===== src/rtl/lpf_pkg.sv =====
// Purpose: Constants and types of the pin control.
// Assumes: 40 MHz system clock, 32-bit classic Wishbone register bus.
// Notes: Unlisted offsets read as zero.
`default_nettype none

package lpf_pkg;

    localparam int CLK_FREQ_MHZ = 40;

    // Program or erase duration
    localparam int OP_TIME_NS = 1000;
    localparam logic [15:0] OP_CYCLES = 16'((OP_TIME_NS * CLK_FREQ_MHZ + 999) / 1000);

    // Frame low this long aborts
    localparam logic [2:0] FRAME_ABORT_CYCLES = 3'h4;

    // Register byte offsets
    localparam logic [7:0] REG_STATUS = 8'h00;
    localparam logic [7:0] REG_GENERAL = 8'h04;
    localparam logic [7:0] REG_LOCK = 8'h08;
    localparam logic [7:0] REG_OP = 8'h0c;
    localparam logic [7:0] REG_FRAME = 8'h10;

    // Status fields
    localparam int ST_STRAP_POS = 0;
    localparam int ST_MUX_POS = 3;
    localparam int ST_STANDBY_POS = 4;
    localparam int ST_TOPLOCK_POS = 5;
    localparam int ST_PROTECT_POS = 6;
    localparam int ST_READY_POS = 7;
    localparam int ST_GRANT_POS = 8;
    localparam int ST_REFUSE_POS = 9;
    localparam int ST_ERASE_POS = 10;
    localparam int ST_BOOT_POS = 11;

    // Operation fields
    localparam int OP_SECTOR_POS = 0;
    localparam int OP_ERASE_POS = 4;

    // Frame count fields
    localparam int FR_START_POS = 0;
    localparam int FR_ABORT_POS = 8;

    // Mux-mode status byte
    localparam int PD_READY_POS = 7;
    localparam int PD_REFUSE_POS = 6;

    localparam logic [15:0] LOCK_RESET = 16'hffff;
    localparam logic [2:0] BOOT_STRAP = 3'h0;
    localparam logic [3:0] TOP_SECTOR = 4'hf;
    localparam int SECTOR_POS = 16;

    typedef enum logic [0:0] {
        OP_IDLE,
        OP_BUSY
    } lpf_op_type;

endpackage

`default_nettype wire


===== src/rtl/lpf_mux_if.sv =====
// Purpose: Latched mux-port address, data and write pulse.
// Assumes: One driver (latch), one reader (core).
// Notes: wr_pulse lasts one enabled clock.
`timescale 1ns/1ps
`default_nettype none

interface lpf_mux_if;
    logic [19:0] addr;
    logic [7:0] data;
    logic wr_pulse;

    modport latch (output addr, data, wr_pulse);
    modport core (input addr, data, wr_pulse);
endinterface // lpf_mux_if

`default_nettype wire


===== src/rtl/lpf_mux_latch.sv =====
// Purpose: Mux-port address and data capture.
// Assumes: Pins synchronous; strobes last a clock or more.
// Notes: Row latch open while row select high.
`timescale 1ns/1ps
`default_nettype none

module lpf_mux_latch
    import lpf_pkg::*;
(
    input wire logic clk,
    input wire logic resetn,
    input wire logic ce,
    input wire logic enable,
    input wire logic row_select,
    input wire logic write_strobe_n,
    input wire logic [10:0] shared_address,
    input wire logic [7:0] parallel_data,
    lpf_mux_if.latch bus
);

    typedef struct packed {
        logic [10:0] row;
        logic strobe_prev;
        logic [19:0] addr;
        logic [7:0] data;
        logic pulse;
    } lpf_latch_state_type;

    lpf_latch_state_type st;
    lpf_latch_state_type next_st;

    always_comb begin
        next_st = st;
        next_st.pulse = 1'b0;
        next_st.strobe_prev = write_strobe_n;
        if (enable) begin
            // (RL14) Row select steers pins
            // (RL15) Low address latched
            if (row_select) begin
                next_st.row = shared_address;
            end
            // (RL16) Capture on rising strobe
            if (write_strobe_n && !st.strobe_prev) begin
                next_st.addr = {shared_address[8:0], st.row};
                next_st.data = parallel_data;
                next_st.pulse = 1'b1;
            end
        end
    end

    always_ff @(posedge clk or negedge resetn) begin
        if (!resetn) begin
            st <= '0;
            st.strobe_prev <= 1'b1;
        end else if (ce) begin
            st <= next_st;
        end
    end

    assign bus.addr = st.addr;
    assign bus.data = st.data;
    assign bus.wr_pulse = st.pulse;

endmodule // lpf_mux_latch

`default_nettype wire


===== src/rtl/lpf_sector_guard.sv =====
// Purpose: Sector locks and write-protect veto.
// Assumes: Lock pins are synchronous levels.
// Notes: Pins only veto; they never alter locks.
`timescale 1ns/1ps
`default_nettype none

module lpf_sector_guard
    import lpf_pkg::*;
(
    input wire logic clk,
    input wire logic resetn,
    input wire logic ce,
    input wire logic soft_reset,
    input wire logic lock_we,
    input wire logic [15:0] lock_wdata,
    input wire logic mux_mode,
    input wire logic top_sector_lock_n,
    input wire logic write_protect_n,
    input wire logic [3:0] sector,
    output logic [15:0] lock,
    output logic allow
);

    typedef struct packed {
        logic [15:0] lock;
    } lpf_guard_state_type;

    lpf_guard_state_type st;
    lpf_guard_state_type next_st;

    function automatic logic hw_blocked(input logic [3:0] sec, input logic tbl_n,
                                        input logic wp_n);
        // (RL10) Top sector pin veto
        // (RL12) Other sectors pin veto
        hw_blocked = (sec == TOP_SECTOR) ? !tbl_n : !wp_n;
    endfunction

    always_comb begin
        next_st = st;
        // (RL11) Locks untouched by pins
        // (RL13) Locks untouched by pins
        if (soft_reset) begin
            next_st.lock = LOCK_RESET;
        end else if (lock_we) begin
            next_st.lock = lock_wdata;
        end
    end

    always_ff @(posedge clk or negedge resetn) begin
        if (!resetn) begin
            st.lock <= LOCK_RESET;
        end else if (ce) begin
            st <= next_st;
        end
    end

    assign lock = st.lock;

    // (RL23) Both pin and lock must permit
    // Mux mode has no locks and its pins carry address
    always_comb begin
        if (mux_mode) begin
            allow = 1'b1;
        end else begin
            allow = !hw_blocked(sector, top_sector_lock_n, write_protect_n) && !st.lock[sector];
        end
    end

endmodule // lpf_sector_guard

`default_nettype wire


===== src/rtl/lpf_pin_control.sv =====
// Purpose: Flash pin control with register access.
// Assumes: Pins synchronous to CLK; floating pins arrive low.
// Notes: Cycle decode beyond frame tracking lives elsewhere.
//
// Summary of operation
// (RL1) Pins sampled on the clock
// (RL2) Frame starts, long frame aborts
// (RL3) Three-bit strap sets identity, boot 000
// (RL4) Board straps extra parts counting upward
// (RL5) Floating straps read as zero
// (RL6) Enable high means standby
// (RL7) Floating chip enable keeps part enabled
// (RL8) General inputs readable through register
// (RL9) Board holds inputs during read
// (RL10) Top lock low blocks sector 15
// (RL11) Top lock pin never changes locks
// (RL12) Protect low blocks sectors 0 to 14
// (RL13) Protect pin never changes locks
// (RL14) Row select picks row or column
// (RL15) Row select latches low address
// (RL16) Capture on strobe rise
// (RL17) Data pins write, read, or float
// (RL18) Output gate permits data drive
// (RL19) Interface select fixed at reset release
// (RL20) Reset blocks writes, floats, reads array
// (RL21) Ready output follows status bit 7
// (RL22) Mux mode reinterprets LPC pins
// (RL23) Needs pin and lock permission; in mux mode the code grants every request without either
`timescale 1ns/1ps
`default_nettype none

module lpf_pin_control
    import lpf_pkg::*;
(
    input wire logic CLK,
    input wire logic RESETN,
    input wire logic CLK_EN,
    input wire logic WB_CYC_I,
    input wire logic WB_STB_I,
    input wire logic WB_WE_I,
    input wire logic [7:0] WB_ADR_I,
    input wire logic [3:0] WB_SEL_I,
    input wire logic [31:0] WB_DAT_I,
    output logic [31:0] WB_DAT_O,
    output logic WB_ACK_O,
    input wire logic INTERFACE_SELECT,
    input wire logic INIT_N,
    input wire logic CHIP_ENABLE_N,
    input wire logic [2:0] STRAP_IDENTITY,
    input wire logic [4:0] GENERAL_INPUTS,
    input wire logic TOP_SECTOR_LOCK_N,
    input wire logic WRITE_PROTECT_N,
    input wire logic ROW_SELECT,
    input wire logic FRAME_N,
    input wire logic [3:0] LAD_I,
    output logic [3:0] LAD_O,
    output logic LAD_OE,
    input wire logic [3:0] DATA_HI_I,
    output logic [3:0] DATA_HI_O,
    output logic DATA_HI_OE,
    output logic READY_BUSY_OUT,
    output logic STANDBY
);

    typedef struct packed {
        logic ack;
        logic [31:0] rdat;
        logic mode_held;
        logic mode_mux;
        logic [2:0] strap;
        logic standby;
        lpf_op_type op;
        logic [15:0] count;
        logic granted;
        logic refused;
        logic erase;
        logic frame_prev;
        logic [2:0] frame_low;
        logic [7:0] starts;
        logic [7:0] aborts;
        logic [7:0] pdat;
        logic pdat_oe;
        logic ready;
    } lpf_top_state_type;

    lpf_top_state_type st;
    lpf_top_state_type next_st;

    lpf_mux_if mux_bus ();

    logic soft_reset;
    logic bus_take;
    logic lock_we;
    logic [15:0] lock_wdata;
    logic [15:0] lock;
    logic allow;
    logic op_req;
    logic [3:0] req_sector;
    logic req_erase;
    logic mux_active;
    logic [10:0] shared_address;
    logic [7:0] parallel_data;

    function automatic logic reg_hit(input logic [7:0] adr, input logic [7:0] offset);
        reg_hit = (adr == offset);
    endfunction

    function automatic logic [3:0] sector_of(input logic [19:0] addr);
        sector_of = addr[SECTOR_POS +: 4];
    endfunction

    // (RL22) Pins reused as address and data
    assign shared_address = {GENERAL_INPUTS, WRITE_PROTECT_N, TOP_SECTOR_LOCK_N,
                             STRAP_IDENTITY, CHIP_ENABLE_N};
    assign parallel_data = {DATA_HI_I, LAD_I};
    assign mux_active = st.mode_held && st.mode_mux;

    // (RL20) INIT_N resets in LPC mode, gates in mux
    assign soft_reset = !st.mode_mux && !INIT_N;
    assign bus_take = WB_CYC_I && WB_STB_I && !st.ack;

    lpf_mux_latch u_mux_latch (
        .clk(CLK),
        .resetn(RESETN),
        .ce(CLK_EN),
        .enable(mux_active),
        .row_select(ROW_SELECT),
        .write_strobe_n(FRAME_N),
        .shared_address(shared_address),
        .parallel_data(parallel_data),
        .bus(mux_bus.latch)
    );

    lpf_sector_guard u_sector_guard (
        .clk(CLK),
        .resetn(RESETN),
        .ce(CLK_EN),
        .soft_reset(soft_reset),
        .lock_we(lock_we),
        .lock_wdata(lock_wdata),
        .mux_mode(mux_active),
        .top_sector_lock_n(TOP_SECTOR_LOCK_N),
        .write_protect_n(WRITE_PROTECT_N),
        .sector(req_sector),
        .lock(lock),
        .allow(allow)
    );

    always_comb begin
        next_st = st;
        next_st.ack = bus_take;
        lock_we = 1'b0;
        lock_wdata = lock;
        op_req = 1'b0;
        req_sector = WB_DAT_I[OP_SECTOR_POS +: 4];
        req_erase = WB_DAT_I[OP_ERASE_POS];

        // (RL19) Mode caught after reset
        // (RL3) Identity from straps
        // (RL5) Undriven straps arrive low
        if (!st.mode_held) begin
            next_st.mode_held = 1'b1;
            next_st.mode_mux = INTERFACE_SELECT;
            next_st.strap = STRAP_IDENTITY;
        end

        // (RL6) Standby while enable high
        // (RL7) Undriven enable arrives low
        next_st.standby = st.mode_held && !st.mode_mux && CHIP_ENABLE_N;

        // General inputs sampled at take
        if (bus_take && !WB_WE_I) begin
            next_st.rdat = 32'h0;
            if (reg_hit(WB_ADR_I, REG_STATUS)) begin
                next_st.rdat[ST_STRAP_POS +: 3] = st.strap;
                next_st.rdat[ST_MUX_POS] = st.mode_mux;
                next_st.rdat[ST_STANDBY_POS] = st.standby;
                next_st.rdat[ST_TOPLOCK_POS] = TOP_SECTOR_LOCK_N;
                next_st.rdat[ST_PROTECT_POS] = WRITE_PROTECT_N;
                next_st.rdat[ST_READY_POS] = st.ready;
                next_st.rdat[ST_GRANT_POS] = st.granted;
                next_st.rdat[ST_REFUSE_POS] = st.refused;
                next_st.rdat[ST_ERASE_POS] = st.erase;
                next_st.rdat[ST_BOOT_POS] = (st.strap == BOOT_STRAP);
            end else if (reg_hit(WB_ADR_I, REG_GENERAL)) begin
                // (RL8) General inputs visible
                next_st.rdat[4:0] = GENERAL_INPUTS;
            end else if (reg_hit(WB_ADR_I, REG_LOCK)) begin
                next_st.rdat[15:0] = lock;
            end else if (reg_hit(WB_ADR_I, REG_FRAME)) begin
                next_st.rdat[FR_START_POS +: 8] = st.starts;
                next_st.rdat[FR_ABORT_POS +: 8] = st.aborts;
            end
        end

        // (RL20) Writes blocked during reset
        if (bus_take && WB_WE_I && !soft_reset && !st.mode_mux) begin
            if (reg_hit(WB_ADR_I, REG_LOCK)) begin
                lock_we = 1'b1;
                if (WB_SEL_I[0]) begin
                    lock_wdata[7:0] = WB_DAT_I[7:0];
                end
                if (WB_SEL_I[1]) begin
                    lock_wdata[15:8] = WB_DAT_I[15:8];
                end
            end else if (reg_hit(WB_ADR_I, REG_OP) && WB_SEL_I[0]) begin
                op_req = !st.standby;
            end
        end

        if (mux_active) begin
            req_sector = sector_of(mux_bus.addr);
            req_erase = 1'b0;
            op_req = mux_bus.wr_pulse;
        end

        // (RL23) Permission checked before start
        unique case (st.op)
            OP_IDLE: begin
                if (op_req) begin
                    next_st.erase = req_erase;
                    if (allow) begin
                        next_st.op = OP_BUSY;
                        next_st.count = OP_CYCLES - 16'h1;
                        next_st.granted = 1'b1;
                        next_st.refused = 1'b0;
                    end else begin
                        next_st.granted = 1'b0;
                        next_st.refused = 1'b1;
                    end
                end
            end
            OP_BUSY: begin
                if (st.count == 16'h0) begin
                    next_st.op = OP_IDLE;
                end else begin
                    next_st.count = st.count - 16'h1;
                end
            end
        endcase

        // (RL1) Frame sampled on the clock
        // (RL2) Starts and aborts
        next_st.frame_prev = FRAME_N;
        if (!mux_active && !st.standby && st.mode_held) begin
            if (!FRAME_N && st.frame_prev) begin
                next_st.starts = st.starts + 8'h1;
            end
            if (FRAME_N) begin
                next_st.frame_low = 3'h0;
            end else if (st.frame_low != FRAME_ABORT_CYCLES) begin
                next_st.frame_low = st.frame_low + 3'h1;
                if (st.frame_low == FRAME_ABORT_CYCLES - 3'h1) begin
                    next_st.aborts = st.aborts + 8'h1;
                    next_st.op = OP_IDLE;
                    next_st.count = 16'h0;
                end
            end
        end

        // (RL21) Ready mirrors data bit 7
        next_st.ready = (next_st.op == OP_IDLE);
        next_st.pdat = 8'h0;
        next_st.pdat[PD_READY_POS] = next_st.ready;
        next_st.pdat[PD_REFUSE_POS] = next_st.refused;

        // (RL17) Drive on reads, float otherwise
        // (RL18) Output gate must be low
        next_st.pdat_oe = mux_active && !INIT_N && FRAME_N;

        if (soft_reset) begin
            next_st.op = OP_IDLE;
            next_st.count = 16'h0;
            next_st.ready = 1'b1;
            next_st.pdat_oe = 1'b0;
            next_st.frame_low = 3'h0;
            next_st.mode_held = 1'b0;
        end
    end

    always_ff @(posedge CLK or negedge RESETN) begin
        if (!RESETN) begin
            st <= '0;
            st.ready <= 1'b1;
            st.frame_prev <= 1'b1;
        end else if (CLK_EN) begin
            st <= next_st;
        end
    end

    // LAD driven in mux mode only; LPC replies come from the decoder
    assign WB_ACK_O = st.ack;
    assign WB_DAT_O = st.rdat;
    assign LAD_O = st.pdat[3:0];
    assign LAD_OE = st.pdat_oe;
    assign DATA_HI_O = st.pdat[7:4];
    assign DATA_HI_OE = st.pdat_oe;
    assign READY_BUSY_OUT = st.ready;
    assign STANDBY = st.standby;

endmodule // lpf_pin_control

`default_nettype wire


===== config.mk =====
export PLATFORM = sky130hd
export DESIGN_NAME = lpf_pin_control
export DESIGN_NICKNAME = d
export VERILOG_FILES = /design/src/rtl/lpf_pkg.sv /design/src/rtl/lpf_mux_if.sv /design/src/rtl/lpf_mux_latch.sv /design/src/rtl/lpf_sector_guard.sv /design/src/rtl/lpf_pin_control.sv
export SDC_FILE = /design/constraint.sdc
export NUM_CORES = 1
export LEC_CHECK = 0
export ABC_AREA = 1
export ABC_CLOCK_PERIOD_IN_PS = 3500
export BUFFER_PORTS_ARGS = -buffer_cell sky130_fd_sc_hd__buf_2
export CAP_MARGIN = 10
export CORE_AREA = 2 2 145 147
export CTS_BUF_LIST = sky130_fd_sc_hd__clkbuf_2 sky130_fd_sc_hd__clkbuf_4 sky130_fd_sc_hd__clkbuf_8
export CTS_CLUSTER_DIAMETER = 150
export DETAILED_ROUTE_END_ITERATION = 7
export DIE_AREA = 0 0 147 149
export PLACE_DENSITY_LB_ADDON = 0.3
export SLEW_MARGIN = 20
export SYNTH_ARGS = -nofsm -noshare
export SYNTH_HDL_FRONTEND = slang
export SYNTH_SLANG_ARGS = --single-unit

===== constraint.sdc =====
create_clock -name CLK -period 3.5 [get_ports CLK]
set_input_delay 0.35 -clock CLK [delete_from_list [all_inputs] [get_ports CLK]]
set_output_delay 0.35 -clock CLK [all_outputs]
set_load 0.01 [all_outputs]

# After elaboration in Yosys (flattened, before gate mapping)
# Cells that the tools add are included.
# totals
in_bits	73
elab_cells	138
out_inout_bits	45
reg_bits	115
# classes
n_lt_le_gt_ge	1
n_eq_ne	7
mux	48
add_sub_neg	4
n_bitwise	4
reduce_logical	51
# op_table
cell	count
2-to-1 mux 16 bit	7
2-to-1 mux 17 bit	6
2-to-1 mux 8 bit	6
case mux 17 bit (2 select lines)	1
2-to-1 mux 20 bit	1
2-to-1 mux 19 bit	1
logical AND 1 bit	18
adder 8 x 1 -> 8 bit, second input constant	2
equality test 8 x 4 -> 1 bit, second input constant	2
logical NOT 16 bit	1
subtractor 16 x 1 -> 16 bit, second input constant	1
AND reduction 3 bit	5
AND reduction 5 bit	3
2-to-1 mux 1 bit	14
logical NOT 1 bit	13
2-to-1 mux 12 bit	1
nonzero test 2 bit	6
2-to-1 mux 11 bit	1
2-to-1 mux 3 bit	3
equality test 8 x 3 -> 1 bit, second input constant	1
equality test 8 x 5 -> 1 bit, second input constant	1
logical NOT 8 bit	1
2-to-1 mux 4 bit	2
2-to-1 mux 2 bit	3
other kinds (11)	15

# Logic depth before layout (Yosys ltp)
# depth
depth_word	16
ltp_mapped	15
depth_no_buf	14

# Hierarchy
# From an unflattened synthesis, not the netlist that was laid out.
# hier_totals
cells_unflattened	889
area_unflattened_um2	7131.8
# by_module_without_submodules
module	seq_area_each_um2	instances	area_per_inst_um2	cells_per_inst
lpf_pin_control	1654.1	1	4367.9	570
lpf_mux_latch	1027.2	1	1880.6	209
lpf_sector_guard	420.4	1	883.3	110

# Least setup slack after synthesis
# OpenSTA, ideal clock, no wires.
# synth_timing
path_type	register to register
start	reg st[54] in the netlist's numbering
end	reg st[41] in the netlist's numbering
t_required_ps	3366
n_path_buf	2
stages_incl_launch_ff	13
synth_period_minus_slack_ps	1789
setup_ps	134
t_arrival_ps	1655
path_slack_ps	1711
path_cell_list	dfrtp_1 nand2_2 buf_6 nand2_1 nor4_1 nand4_1 o21ai_0 inv_1 nor2_1 nand2_4 nand2_4 buf_8 o22ai_2
# synth_between
elab_chain_cells	15
word_cells_on_any_way	28
cone_classes	eq/ne (1); mux (15); reduce/logical (12)
# synth_lines
item	line_no	text
start: declaration	lpf_pin_control.sv:86	lpf_top_state_type st;
start signal: assignment	lpf_pin_control.sv:287	st <= next_st;
logical AND 1 bit	lpf_pin_control.sv:116	assign mux_active = st.mode_held && st.mode_mux;
2-to-1 mux 4 bit	lpf_pin_control.sv:211	if (mux_active) begin
binary-select mux 1 bit (select 4 bit) or equality test 4 bit (tied branches)	lpf_sector_guard.sv:65, lpf_sector_guard.sv:35	
2-to-1 mux 1 bit (on tied branches)	lpf_sector_guard.sv:65, lpf_sector_guard.sv:35	
logical NOT 1 bit	lpf_sector_guard.sv:65	allow = !hw_blocked(sector, top_sector_lock_n, write_protect_n) && !st.lock[sector];
logical AND 1 bit	lpf_sector_guard.sv:65	
2-to-1 mux 1 bit	lpf_sector_guard.sv:62	if (mux_mode) begin
2-to-1 mux 17 bit	lpf_pin_control.sv:222	if (allow) begin
2-to-1 mux 20 bit	lpf_pin_control.sv:220	if (op_req) begin
case mux 17 bit (2 select lines)	lpf_pin_control.sv:218	unique case (st.op)
2-to-1 mux 17 bit	lpf_pin_control.sv:253	if (st.frame_low == FRAME_ABORT_CYCLES - 3'h1) begin
2-to-1 mux 17 bit	lpf_pin_control.sv:251	end else if (st.frame_low != FRAME_ABORT_CYCLES) begin
2-to-1 mux 17 bit	lpf_pin_control.sv:249	if (FRAME_N) begin
2-to-1 mux 17 bit	lpf_pin_control.sv:245	if (!mux_active && !st.standby && st.mode_held) begin
2-to-1 mux 17 bit *	lpf_pin_control.sv:271	if (soft_reset) begin
# Every way passes the cells marked *; elsewhere a longest branch is shown, timed or not. The select of a mux whose other input is x is not followed.
# A chain may end at the register's enable or synchronous reset.

# Worst setup path in the final report
# layout_timing
start	reg st[54] in the netlist's numbering
end	reg st[48] in the netlist's numbering
# Same word-level chain as after synthesis.

==> flow_metrics.env <==
export IMPL_clockBufferDepth=2
export IMPL_syn_cell_area_sq_mm=0.00499
export IMPL_io_pins=118
export IMPL_worst_pin_slew_ns=0.672
export IMPL_cp_end_kind="flop"
export IMPL_syn_avg_cell_area_sq_um=8.29
export IMPL_num_fill_cells=2281
export IMPL_required_ns=3.81
export IMPL_gr_total_overflow=0
export IMPL_grt_max_degree=51
export IMPL_ys_flop_type="dfrtp_1"
export IMPL_drv_cap=0
export IMPL_yosysWarningCount=0
export IMPL_coreArea_sq_mm=0.0206
export IMPL_fmax_mhz=429
export IMPL_cts_resized_gates=0
export IMPL_wire_per_inst_microns=14.3
export IMPL_dr_total_vias=4022
export IMPL_clock_latency_ns=0.38
export IMPL_fin_setup_tns_ns=0
export IMPL_yosysTopAreaCell="dfrtp_1"
export IMPL_cts_setup_buffers=0
export IMPL_post_route_period_util=0.666
export IMPL_netlist_instances=602
export IMPL_min_path_type="in2async"
export IMPL_grt_first_pass_wirelength_mm=21.6
export IMPL_drt_initial_drc_count=228
export IMPL_place_congestion=0.828
export IMPL_cts_inserted_buffers=9
export IMPL_leakage_nw=2.79
export IMPL_yosysUniqueCellTypes=47
export IMPL_crit_fanout=11
export IMPL_start_util=0.243
export IMPL_io_buffers=68
export IMPL_synth_edff_count=0
export IMPL_setup_viol=0
export IMPL_path_class="reg2reg"
export IMPL_crit_arrival_ns=2.64
export IMPL_postCtsHoldBufs=0
export IMPL_cts_max_level=3
export IMPL_layout_min_cycle_time_ns=2.33
export IMPL_clockRootBuffer="clkbuf_8"
export IMPL_synthTopCellsByArea="dfrtp_1 35%, dfstp_2 9.5%, nand2_1 6.9%"
export IMPL_place_hpwl_mm=10.2
export IMPL_startpoint_type="flop"
export IMPL_slew_violations=0
export IMPL_die_w_microns=147
export IMPL_drc=0
export IMPL_grt_usage=0.127
export IMPL_antenna_found_initial=0
export IMPL_grt_pass1_vias=3957
export IMPL_n_antenna_cell=0
export IMPL_layout_area_overhead_vs_synth_pct=12.9
export IMPL_synth_most_common_cell="nand2_1"
export IMPL_hold_viol=0
export IMPL_yosys_register_bits=87
export IMPL_tritoncts="yes"
export IMPL_route_antenna_remaining_nets=0
export IMPL_synthArstFlopShare=1.00
export IMPL_rsz0062_at_grt="false"
export IMPL_clock_sinks=87
export IMPL_skew_ns=0.0179
export IMPL_layout_drive_gt1_share=0.224
export IMPL_routed_wl_mm=13.3
export IMPL_ys_seq_area_frac=0.441
export IMPL_layout_nets=731
export IMPL_rows=53
export IMPL_final_instance_count_excl_fill=932
export IMPL_viasPerCell=4.32
export IMPL_clk_pin_slew_ns=0.10
export IMPL_peakVddDrop_mv=0.327
export IMPL_die_y_microns=149
export IMPL_fp_dieArea_sq_mm=0.0219
export IMPL_yosysTopAreaCellShare=0.346
export IMPL_dr_pass1_iters=4
export IMPL_status="completed"
export IMPL_dp_cells=916
export IMPL_slew_headroom=0.552
export IMPL_powerDensity_mw_per_mm2=642
export IMPL_synth_common_cells="92 x nand2_1, 84 x inv_1, 69 x dfrtp_1"
## power by group
part           switching, mW  leakage (nW)  internal, mW  total [mW]
clock                  0.384         0.115         0.421       0.806
sequential             0.183          1.08          1.34        1.52
combinational          0.830          1.60         0.464        1.29
## state kept, by name, indices dropped and copies added, names as in the netlist
name	cells
st	44
DATA_HI_OE	1
u_sector_guard.lock	16
STANDBY	1
DATA_HI_O	2
WB_ACK_O	1
u_mux_latch.bus.wr_pulse	1
WB_DAT_O	16
u_mux_latch.bus.addr	4
READY_BUSY_OUT	1
## final cells by class
| type | count | area [sq um] | area share |
|---|---|---|---|
| tap | 275 | 344 | 0.0610 |
| multi-input combinational | 393 | 2150 | 0.382 |
| clock buffer | 11 | 139 | 0.0246 |
| inverter | 87 | 332 | 0.0588 |
| sequential | 87 | 2200 | 0.390 |
| timing repair buffer | 74 | 388 | 0.0688 |
| clock inverter | 5 | 82.6 | 0.0146 |
## worst max-delay path, stage by stage (launching register included)
cell and delay, ns:
dfrtp_1 0.49, nand2_2 0.26, nand2_2 0.24, nand2_2 0.16
nand2_1 0.10, nand3_1 0.07, nand3_1 0.09, nand3_1 0.09
nand3_2 0.08, nand2_2 0.09, nand2_4 0.14, nand2_4 0.14
or2_1 0.25, nand2_1 0.05
## metal layers
metal | vias up | part of all wire | GRT usage
met5 | - | 0 | 0
met4 | 0 | 0.020 | 0.0413
met3 | 20 | 0.057 | 0.0275
met2 | 100 | 0.47 | 0.206
met1 | 1889 | 0.45 | 0.170
li1 | 2013 | - | -
## kinds of logic after synthesis
group,after synthesis,share of synthesized area
AND/OR/NAND/NOR,224,0.211
buffers and inverters,143,0.144
AO/OA/AOI/OAI,117,0.144
flip-flops,87,0.441
XOR/XNOR,19,0.0333
adder cells (fa/ha/maj),6,0.0150
multiplexers,5,0.0113
other,1,0.000751
## per-stage QoR
| step | util | instance area (sq um) | setup WS [ns] | power (mW) | hold WS (ns) |
|---|---|---|---|---|---|
| 4_1_cts | 0.274 | 5640 | 1.14 | 3.68 | 0.0180 |
| 2_1_floorplan | - | 5070 | 1.71 | 2.53 | 0.0544 |
| 3_3_place_gp | 0.263 | 5420 | 1.06 | 2.83 | 0.433 |
| 3_5_place_dp | 0.263 | 5420 | 1.06 | 2.84 | 0.440 |
| 6_report | 0.274 | 5640 | 1.17 | 3.62 | 0.00929 |
| 5_1_grt | 0.274 | 5640 | 0.950 | 3.96 | 0.0435 |
## layout by cell type (no fill, tap or decap), types with 9 or more instances in the layout
master,count
o21ai_0,66
nor2_1,44
a21oi_1,12
xor2_1,17
nand4_1,12
nand3_1,43
o22ai_1,11
inv_1,84
nand2_1,92
conb_1,22
dfstp_2,18
nor3_1,9
dfrtp_1,69
buf_2,67
a221oi_1,9
clkbuf_8,9
## path summary, 6_finish.rpt
kind                            depth (start not counted)                startpoint  slack (ns)                                   end
worst max-delay path                                   13        st[54]$_DFFE_PN0P_        1.17                    st[48]$_DFFE_PN0P_
worst min-delay path                                    1                    RESETN       0.009  u_mux_latch.bus.addr[16]$_DFFE_PN0P_
worst max register to register                         13        st[54]$_DFFE_PN0P_        1.17                    st[48]$_DFFE_PN0P_
worst min register to register                          2  WB_DAT_O[14]$_DFFE_PN0P_        0.48              WB_DAT_O[14]$_DFFE_PN0P_
max in group asynchronous                               2                    RESETN        2.73                    st[51]$_DFFE_PN0P_
min in group CLK                                        2         STRAP_IDENTITY[1]        0.20                    st[52]$_DFFE_PN0P_
Power figures use the tool's default switching activity.
